<file path="config.mk">
export PLATFORM = sky130hd
export DESIGN_NAME = flash_self_program_sections
export DESIGN_NICKNAME = d
export VERILOG_FILES = /design/src/hdl/flash_sections_pkg.sv /design/src/hdl/flash_self_program_sections.sv
export VERILOG_INCLUDE_DIRS = /design/src /design/src/hdl
export SDC_FILE = /design/constraint.sdc
export NUM_CORES = 1
export LEC_CHECK = 0
export ABC_AREA = 1
export BUFFER_PORTS_ARGS = -buffer_cell sky130_fd_sc_hd__buf_2
export CORE_MARGIN = 3
export CORE_UTILIZATION = 57
export CTS_BUF_LIST = sky130_fd_sc_hd__clkbuf_4
export DETAILED_ROUTE_END_ITERATION = 8
export HOLD_SLACK_MARGIN = 0.06
export PLACE_DENSITY = 0.88
export SKIP_CTS_REPAIR_TIMING = 1
export SLEW_MARGIN = 20
export SYNTH_ARGS = -nofsm -noshare
export SYNTH_HDL_FRONTEND = slang
export SYNTH_SLANG_ARGS = --single-unit
</file>
<file path="constraint.sdc">
create_clock -name mclk -period 2.3 [get_ports mclk]
set_input_delay 0.115 -clock mclk [delete_from_list [all_inputs] [get_ports mclk]]
set_output_delay 0.115 -clock mclk [all_outputs]
set_load 0.01 [all_outputs]
</file>
<file path="src/hdl/flash_sections_params.svh">
// constants for the flash self-program section controller
`ifndef FLASH_SECTIONS_PARAMS_SVH
`define FLASH_SECTIONS_PARAMS_SVH
`define PAGE_ADDR_W       8
`define RW_LIMIT_PAGE     8'hE0
`define BOOT_START_0      8'hFC
`define BOOT_START_1      8'hF8
`define BOOT_START_2      8'hF0
`define BOOT_START_3      8'hE0
`define ERASE_TIME_NS     4000000
`define WRITE_TIME_NS     4000000
`define CLK_PERIOD_NS     40
`define ERASE_CYCLES      (`ERASE_TIME_NS / `CLK_PERIOD_NS)
`define WRITE_CYCLES      (`WRITE_TIME_NS / `CLK_PERIOD_NS)
`define OFF_CTRL          2'h0
`define OFF_IRQ_STAT      2'h1
`define OFF_IRQ_MASK      2'h2
`define CTRL_REREAD_BIT   0
`define STAT_BUSY_BIT     1
`define IRQ_DONE_BIT      0
`define IRQ_REJECT_BIT    1
`define IRQ_LOCKED_BIT    2
`define FUSE_RESET        2'h3
`endif

</file>
<file path="src/hdl/flash_sections_pkg.sv">
// types for the flash self-program section controller
package flash_sections_pkg;
  typedef enum logic [2:0]
  {
    S_IDLE = 3'b001,
    S_PROG = 3'b010,
    S_DONE = 3'b100
  } prog_state_e;
  typedef enum logic [1:0]
  {
    OP_LOAD  = 2'h0,
    OP_ERASE = 2'h1,
    OP_WRITE = 2'h2,
    OP_NONE  = 2'h3
  } prog_op_e;
  typedef struct packed
  {
    logic          valid;
    prog_op_e      op;
    logic [7:0]    targetPage;
    logic [7:0]    pcPage;
  } prog_req_s;
endpackage : flash_sections_pkg

</file>
<file path="src/hdl/flash_self_program_sections.sv">
// flash self-program access control, cpu stall and region busy tracking
// What this block does
// - no programming from application section
// - boot section may target any page
// - boot size fuses split sections, own locks
// - fixed read-while-write boundary splits flash
// - rw-region programming keeps cpu running
// - no-rw-region programming halts cpu throughout
// - rw-region reads blocked during programming
// - boot section always inside no-rw region
// - busy flag reads one while blocked
// - pages matter only during programming
// - rw-region erase or write sets busy
// - reread enable or page load clears busy
// - fuse and lock ones mean unprogrammed
`timescale 1ns/1ns
`include "flash_sections_params.svh"
module flash_self_program_sections
  import flash_sections_pkg::*;
#(
  parameter int ERASE_CNT = `ERASE_CYCLES,
  parameter int WRITE_CNT = `WRITE_CYCLES
)
(
  input  wire logic       mclk,
  input  wire logic       rst,
  input  wire prog_req_s  progReq,
  input  wire logic [1:0] bootSizeFuses,
  input  wire logic [1:0] appLockBits,
  input  wire logic [1:0] bootLockBits,
  input  wire logic [7:0] fetchPage,
  input  wire logic [1:0] regAddr,
  input  wire logic [7:0] regWdata,
  input  wire logic       regWr,
  input  wire logic       regRd,
  output logic      [7:0] regRdata,
  output logic            cpuHalt,
  output logic            fetchBlock,
  output logic            regionBusyFlag,
  output logic            flashProgStrobe,
  output logic            irq
);

  // ****************************************************************
  // section decode
  // ****************************************************************

  // boot start per fuse code; ones mean unprogrammed, so 2'h3 is smallest
  function automatic logic [7:0] boot_start(input logic [1:0] fz);
    unique case (fz)
      2'h3:    boot_start = `BOOT_START_0;
      2'h2:    boot_start = `BOOT_START_1;
      2'h1:    boot_start = `BOOT_START_2;
      default: boot_start = `BOOT_START_3;
    endcase
  endfunction : boot_start

  // fixed boundary, independent of fuses; every boot start sits at or above it
  function automatic logic in_rw_region(input logic [7:0] pg);
    in_rw_region = pg < `RW_LIMIT_PAGE;
  endfunction : in_rw_region

  logic [1:0]  fuseReg;
  logic [1:0]  fuseNext;
  logic        fromBoot;
  logic        tgtBoot;
  logic        lockOk;
  logic        accept;
  logic        isProg;

  // fuses captured by a clocked process, not by the reset itself
  always_comb
  begin
    fuseNext = rst ? `FUSE_RESET : bootSizeFuses;
  end

  always_ff @(posedge mclk)
  begin
    fuseReg <= fuseNext;
  end

  // locks per section: lock bit 0 low forbids writes to that section
  always_comb
  begin
    fromBoot = progReq.pcPage >= boot_start(fuseReg);
    tgtBoot  = progReq.targetPage >= boot_start(fuseReg);
    lockOk   = tgtBoot ? bootLockBits[0] : appLockBits[0];
    isProg   = (progReq.op == OP_ERASE) || (progReq.op == OP_WRITE);
    accept   = progReq.valid && fromBoot && (progReq.op != OP_NONE);
  end

  // ****************************************************************
  // programming sequencer
  // ****************************************************************

  prog_state_e stateReg;
  prog_state_e stateNext;
  logic [23:0] cntReg;
  logic [23:0] cntNext;
  logic        haltReg;
  logic        haltNext;
  logic        busyReg;
  logic        busyNext;
  logic        strobeReg;
  logic        strobeNext;
  logic        doneEv;
  logic        rejEv;
  logic        lockEv;
  logic        rereadWr;

  assign rereadWr = regWr && (regAddr == `OFF_CTRL) && regWdata[`CTRL_REREAD_BIT];

  // one operation at a time; a request outside S_IDLE is ignored
  always_comb
  begin
    stateNext  = stateReg;
    cntNext    = cntReg;
    haltNext   = haltReg;
    busyNext   = busyReg;
    strobeNext = 1'b0;
    doneEv     = 1'b0;
    rejEv      = 1'b0;
    lockEv     = 1'b0;
    unique case (stateReg)
      S_IDLE:
      begin
        if (progReq.valid && !accept)
        begin
          rejEv = 1'b1;
        end
        else if (accept && progReq.op == OP_LOAD)
        begin
          busyNext = 1'b0;
        end
        else if (accept && isProg && !lockOk)
        begin
          lockEv = 1'b1;
        end
        else if (accept && isProg)
        begin
          strobeNext = 1'b1;
          stateNext  = S_PROG;
          cntNext    = (progReq.op == OP_ERASE) ? 24'(ERASE_CNT - 1) : 24'(WRITE_CNT - 1);
          if (in_rw_region(progReq.targetPage))
          begin
            busyNext = 1'b1;
          end
          else
          begin
            haltNext = 1'b1;
          end
        end
        else if (rereadWr)
        begin
          busyNext = 1'b0;
        end
      end
      S_PROG:
      begin
        if (cntReg == 24'h000000)
        begin
          stateNext = S_DONE;
          haltNext  = 1'b0;
        end
        else
        begin
          cntNext = cntReg - 24'h000001;
        end
      end
      S_DONE:
      begin
        doneEv    = 1'b1;
        stateNext = S_IDLE;
      end
    endcase
    if (rst)
    begin
      stateNext  = S_IDLE;
      cntNext    = 24'h000000;
      haltNext   = 1'b0;
      busyNext   = 1'b0;
      strobeNext = 1'b0;
    end
  end

  always_ff @(posedge mclk)
  begin
    stateReg  <= stateNext;
    cntReg    <= cntNext;
    haltReg   <= haltNext;
    busyReg   <= busyNext;
    strobeReg <= strobeNext;
  end

  // ****************************************************************
  // registers and interrupt
  // ****************************************************************

  logic [2:0] statReg;
  logic [2:0] statNext;
  logic [2:0] maskReg;
  logic [2:0] maskNext;
  logic [7:0] rdReg;
  logic [7:0] rdNext;
  logic       irqReg;
  logic       irqNext;
  logic [2:0] evVec;

  assign evVec = {lockEv, rejEv, doneEv};

  // read of status clears it, but a same-cycle event still lands
  always_comb
  begin
    statNext = statReg;
    maskNext = maskReg;
    rdNext   = 8'h00;
    if (regRd)
    begin
      unique case (regAddr)
        `OFF_CTRL:     rdNext = {6'h00, busyReg, 1'b0};
        `OFF_IRQ_STAT: rdNext = {5'h00, statReg};
        `OFF_IRQ_MASK: rdNext = {5'h00, maskReg};
        default:       rdNext = 8'h00;
      endcase
      if (regAddr == `OFF_IRQ_STAT)
      begin
        statNext = 3'h0;
      end
    end
    if (regWr && regAddr == `OFF_IRQ_MASK)
    begin
      maskNext = regWdata[2:0];
    end
    statNext = statNext | evVec;
    irqNext  = |(statNext & maskNext);
    if (rst)
    begin
      statNext = 3'h0;
      maskNext = 3'h0;
      rdNext   = 8'h00;
      irqNext  = 1'b0;
    end
  end

  always_ff @(posedge mclk)
  begin
    statReg <= statNext;
    maskReg <= maskNext;
    rdReg   <= rdNext;
    irqReg  <= irqNext;
  end

  assign regRdata        = rdReg;
  assign cpuHalt         = haltReg;
  assign fetchBlock      = busyReg;
  assign regionBusyFlag  = busyReg;
  assign flashProgStrobe = strobeReg;
  assign irq             = irqReg;

  // ****************************************************************
  // checks
  // ****************************************************************

  a_app_no_prog: assert property (@(posedge mclk) disable iff (rst)
    (stateReg == S_IDLE && progReq.valid && !fromBoot) |=> !flashProgStrobe)
    else $error("programming started from application section");

  a_rw_sets_busy: assert property (@(posedge mclk) disable iff (rst)
    (stateReg == S_IDLE && accept && isProg && lockOk && in_rw_region(progReq.targetPage))
      |=> regionBusyFlag && !cpuHalt)
    else $error("read-while-write programming did not set busy");

  a_norw_halts: assert property (@(posedge mclk) disable iff (rst)
    (stateReg == S_PROG && $past(haltReg) && cntReg != 24'h000000) |=> cpuHalt)
    else $error("cpu released during no-read-while-write programming");

  // busy may linger from an older operation, so tie the check to the halt level
  a_rw_no_halt: assert property (@(posedge mclk) disable iff (rst)
    (stateReg == S_PROG && !cpuHalt) |=> !cpuHalt)
    else $error("cpu halted during read-while-write programming");

  a_reject_quiet: assert property (@(posedge mclk) disable iff (rst)
    (stateReg == S_IDLE && progReq.valid && !fromBoot) |=> $stable(regionBusyFlag))
    else $error("rejected request changed busy");

  a_load_clears: assert property (@(posedge mclk) disable iff (rst)
    (stateReg == S_IDLE && accept && progReq.op == OP_LOAD) |=> !regionBusyFlag)
    else $error("page load did not clear busy");

  a_busy_reads: assert property (@(posedge mclk) disable iff (rst)
    (regRd && regAddr == `OFF_CTRL) |=> regRdata[`STAT_BUSY_BIT] == $past(busyReg))
    else $error("busy flag read mismatch");

  a_busy_blocks: assert property (@(posedge mclk) disable iff (rst)
    (stateReg == S_PROG && !cpuHalt) |-> fetchBlock)
    else $error("region reads not blocked during programming");

  a_boot_in_norw: assert property (@(posedge mclk) disable iff (rst)
    !in_rw_region(boot_start(fuseReg)))
    else $error("boot section overlaps read-while-write region");

endmodule : flash_self_program_sections

</file>
== Yosys cells after proc, flatten, opt, wreduce, memory -nomap -nowiden ==
Cells that the tools add are included.
Widths: inputs -> output; s select.

* Bitwise gates (word level): 5
* Magnitude comparators: 3
* Reduce and logical (&&, ||, !) cells: 24
* Add/subtract/negate cells: 1
* Multiplexer cells: 38
* Eq/ne operators: 20

{| class="wikitable"
|+ Operators by type and width
! cell !! count
|-
| $mux 24 || 5
|-
| $pmux 24 s2 || 1
|-
| $logic_not 24->1 || 1
|-
| $mux 3 || 8
|-
| $sub 24x1->24 const B || 1
|-
| $mux 1 || 20
|-
| $ne 2x2->1 const B || 9
|-
| $pmux 3 s3 || 2
|-
| $ge 8x8->1 || 2
|-
| $pmux 5 s3 || 1
|-
| $reduce_and 5->1 || 2
|-
| $logic_and 1x1->1 || 9
|-
| $eq 2x2->1 const B || 4
|-
| $lt 8x8->1 const B || 1
|-
| $reduce_and 7->1 || 1
|-
| $eq 2x1->1 const B || 3
|-
| $reduce_and 6->1 || 1
|-
| $reduce_or 5->1 || 1
|-
| $logic_not 2->1 || 2
|-
| $and 3x3->3 || 1
|-
| $eq 3x1->1 const B || 1
|-
| $eq 3x2->1 const B || 1
|-
| $eq 3x3->1 const B || 1
|-
| $ne 3x2->1 const B || 1
|-
| 9 further kinds || 12
|}

* Flip-flop bits (word level): 47
* Logic and storage cells: 101
* Bits of input ports: 47
* Output and inout bits: 13

== Longest topological paths before layout ==
* Depth in word-level cells: 14
* Mapped depth: 17
* Depth with buffers taken out: 16

== Worst setup path after synthesis ==
No wires, ideal clock.

* Path kind: reg-to-reg
* From: register fuseReg[1]
* To: register cntReg[18]
* Data arrival time: 1712 ps
* Data required time: 2185 ps
* Library setup time: 115 ps
* Path buffers: 2
* Setup slack: 473 ps
* Clock period less this slack: 1827 ps
* Stages on the path, launching flop included: 16
* Cells stage by stage: dfxtp_1 > nor2_1 > ha_1 > nand2_1 > nor2_1 > nand2_1 > nand3_2 > nand2_1 > nand3_1 > nand2_1 > nor2_2 > buf_6 > buf_6 > nand3_1 > nand2_1 > nor2_1

* Word-level cells in the longest chain between the ends: 9
* Elaborated cells between the ends (all ways): 20
* Those cells by class: order compare (2); eq/ne (7); mux (2); reduce/logical (9)

{| class="wikitable"
|+ Ends and longest elaborated chain
! element !! line !! text
|-
| from (decl) || flash_self_program_sections.sv:63 || <nowiki>logic [1:0] fuseReg;</nowiki>
|-
| from (signal assigned) || flash_self_program_sections.sv:79 || <nowiki>fuseReg <= fuseNext;</nowiki>
|-
| $eq 2x1->1 or $eq 2x2->1 (tied branches) || flash_self_program_sections.sv:50 || <nowiki>unique case (fz)</nowiki>
|-
| $pmux 5 s3 (*) || flash_self_program_sections.sv:50 ||
|-
| $ge 8x8->1 || flash_self_program_sections.sv:85 || <nowiki>fromBoot = progReq.pcPage >= boot_start(fuseReg);</nowiki>
|-
| $logic_and 1x1->1 (2 in a row) || flash_self_program_sections.sv:89 || <nowiki>accept = progReq.valid && fromBoot && (progReq.op != OP_NONE);</nowiki>
|-
| $logic_and 1x1->1 or $logic_not 1->1 (tied branches) || flash_self_program_sections.sv:135, flash_self_program_sections.sv:139, flash_self_program_sections.sv:127 ||
|-
| $logic_and 1x1->1, on equally long branches || flash_self_program_sections.sv:135, flash_self_program_sections.sv:127 ||
|-
| $ne 2x2->1 (no source line) || - ||
|-
| $reduce_and 6->1 (no source line) (*) || - ||
|-
| to (signal assigned) || flash_self_program_sections.sv:189 || <nowiki>cntReg <= cntNext;</nowiki>
|-
| to (decl) || flash_self_program_sections.sv:98 || <nowiki>logic [23:0] cntReg;</nowiki>
|}

Every way passes the cells marked *; elsewhere a longest branch is shown, timed or not.
A chain may end at the register's enable or synchronous reset.

== Worst setup path after layout ==
* From: register fuseReg[1]
* To: register cntReg[3]

Same word-level chain as after synthesis.

==> reports/qor.yml <==
drc: 0
layout.nets: 547
p_per_area_mw_per_mm2: 1450
synth_area_mm2: 0.00279
fin_setup_tns_ns: 0
yosysWarnings: 0
maxCapViolations: 0
dr_total_vias: 2923
drt_wl_total_um: 6390
power.total_mw: 4.64
synth_seq_area_share: 0.302
min_period_ns: 2.09
synthAdderAreaFrac: 0.0404
first_pass_iters: 5
slew_viol_final: 0
rsz0062_at_grt: "no"
path_clk_slew_ns: 0.12
final_area_mm2: 0.00319
min_period_over_period: 0.909
syn-instance-count: 447
num_antenna_cells: 0
die_area_mm2: 0.00576
ys_async_sr_fraction: 0
place_area_mm2: 0.00302
clock_sinks: 42
ios: 60
synthSimpleGateAreaFrac: 0.429
insertion_delay_ns: 0.35
crit_fanout: 8
synthMuxAreaShare: 0.0108
fp.dieH_um: 75.9
synthXorXnorAreaFrac: 0.00629
htreeDepth: 2
status: "complete, no violations"
worst_path_max_delay_cell: "dfxtp_2"
io_buffers: 39
hold_violations: 0
cts_tree: "yes"
synth-seq-cells: 42
yosys-top-cells-count: "nand2_1 (101), nor2_1 (82), nand3_1 (55)"
grt-ovfl-total: 0
grt_max_degree: 29
design.core.area_mm2: 0.00453
grt_pass1_wl_um: 10700
ys_types: 31
preCtsSetupSlack_ns: 0.139
slowest_delay_ns: 0.36
antenna_found_initial: 0
arrival_ns: 2.38
start_util: 0.614
post-dp-hpwl_um: 4630
yosys-top-cells-area: "dfxtp_1 (30%), nand2_1 (14%), nor2_1 (11%)"
hold_path_class: "in -> reg"
power_leakage_nw: 1.61
die_w_um: 75.9
drt_iter0_drc: 334
viasPerCell: 5.25
wl_per_cell_um: 11.5
syn_to_final_growth_pct: 14.5
synth_compound_area_frac: 0.0952
crit_top_cell: "nand2_1"
cts_buffers: 5
finalSetupViolCount: 0
clockBufferDepth: 2
peakVddDrop_uv: 1250
synthMostInstantiatedCell: "nand2_1"
timing.fmax_ghz: 0.479
drtAntennaViolNets: 0
worst_setup_path_start_kind: "register"
synth_top_family_by_area: "simple AND/OR/NAND/NOR gates"
root_buffer: "clkbuf_4"
crit_path_end_kind: "register"
synth_top_cell_by_area: "dfxtp_1"
ys.flop_type: "dfxtp_1"
cp_cell_sequence: "inv_1, ha_1, nand2_1, nor2_1, nand2_1, nand3_2, nand2_1, nand3_2, nand2_1, nor2_4, buf_6, nand2_2, nand2_1, nand2_1, nor2_1"
avgSynthCellArea_um2: 6.23
row_count: 24
layout-drive-gt1-share: 0.167
layout_setup_ws_ns: 0.210
synth-edff-count: 0
skew_ns: 0.00517
critPathKind: "reg -> reg"
grt_pass1_vias: 2592
place_congestion: 0.866
worstPathRequired_ns: 2.59
synth_top_area_frac: 0.302
grt_usage: 0.216
## routing by layer
layer | track usage | up-vias | wire length [um]
met1 | 0.262 | 1293 | 2790
li1 | - | 1513 | -
met2 | 0.388 | 108 | 3100
met5 | 0 | - | 0
met4 | 0.0471 | 0 | 73
met3 | 0.0486 | 9 | 425
## state kept, by name (all words and copies together), names as in the netlist
name	cells
flashProgStrobe	1
fetchBlock	1
fuseReg	2
irq	1
regRdata	3
statReg	3
maskReg	3
cntReg	24
cpuHalt	1
stateReg	3
## kinds of logic after synthesis
group,Yosys count
AOI/OAI and AO/OA,49
xor gates and xnor gates,2
muxes,3
DFF,42
adders and majority gates,9
buffers and inverters,72
and+or+nand+nor,269
other,1
## final cells by class
cell class | count | area [um^2]
inverters | 54 | 203
fillers | 376 | 1350
well taps | 65 | 81.3
flip-flops and latches | 42 | 842
multi-input cells | 337 | 1660
clock inverters | 3 | 63.8
repair buffers | 51 | 302
clock buffers | 5 | 37.5
## cells in the final DEF, fill, tap and decap left out, types with 2 or more instances in the layout
| master | count |
|---|---|
| buf_6 | 3 |
| nand2_2 | 2 |
| o21ai_0 | 11 |
| xor2_1 | 2 |
| dfxtp_1 | 41 |
| nand3b_1 | 3 |
| nand4_1 | 9 |
| nand3_2 | 3 |
| nor2_1 | 81 |
| nor2_4 | 2 |
| inv_2 | 3 |
| buf_4 | 6 |
| nand3_1 | 54 |
| nor3_1 | 2 |
| clkbuf_4 | 6 |
| conb_1 | 5 |
| dlygate4sd3_1 | 2 |
| mux2i_1 | 3 |
| buf_2 | 39 |
| nor2_2 | 4 |
| clkinv_1 | 2 |
| a31o_2 | 2 |
| or2_2 | 5 |
| a21oi_1 | 33 |
| nand2_1 | 100 |
| inv_1 | 50 |
| ha_1 | 9 |
| bufinv_16 | 2 |
| nor3_4 | 2 |
## metrics by stage
step | util | cells | hold WS (ns)
CTS | 0.688 | 553 | -0.0519
detailed placement | 0.666 | 545 | 0.306
global route | 0.703 | 557 | 0.0656
floorplan | - | 451 | 0.199
global placement | 0.666 | 545 | 0.304
finish | 0.703 | 557 | 0.0556
## report_power, final
group | internal [mW] | switching [mW] | total, mW | leakage [nW]
clock network | 0.335 | 0.239 | 0.574 | 0.0528
logic | 1.04 | 1.80 | 2.84 | 1.21
registers | 0.965 | 0.259 | 1.22 | 0.343
## worst max-delay path, delay by kind of cell (launching register included)
kind                       cells  cell delay (ns)
adders and majority gates      1             0.30
buffers and inverters          2             0.23
DFF                            1             0.36
and+or+nand+nor               12             1.16
## worst paths after layout
kind / start / end / slack, ns / cells after the start
worst min-delay path: regWdata[0] / maskReg[0] / 0.06 / 3
worst max-delay path: fuseReg[1] / cntReg[3] / 0.21 / 15
worst min register to register: cpuHalt / cpuHalt / 0.48 / 2
worst max register to register: fuseReg[1] / cntReg[3] / 0.21 / 15
Note: power is estimated with default switching activity, not from simulation.
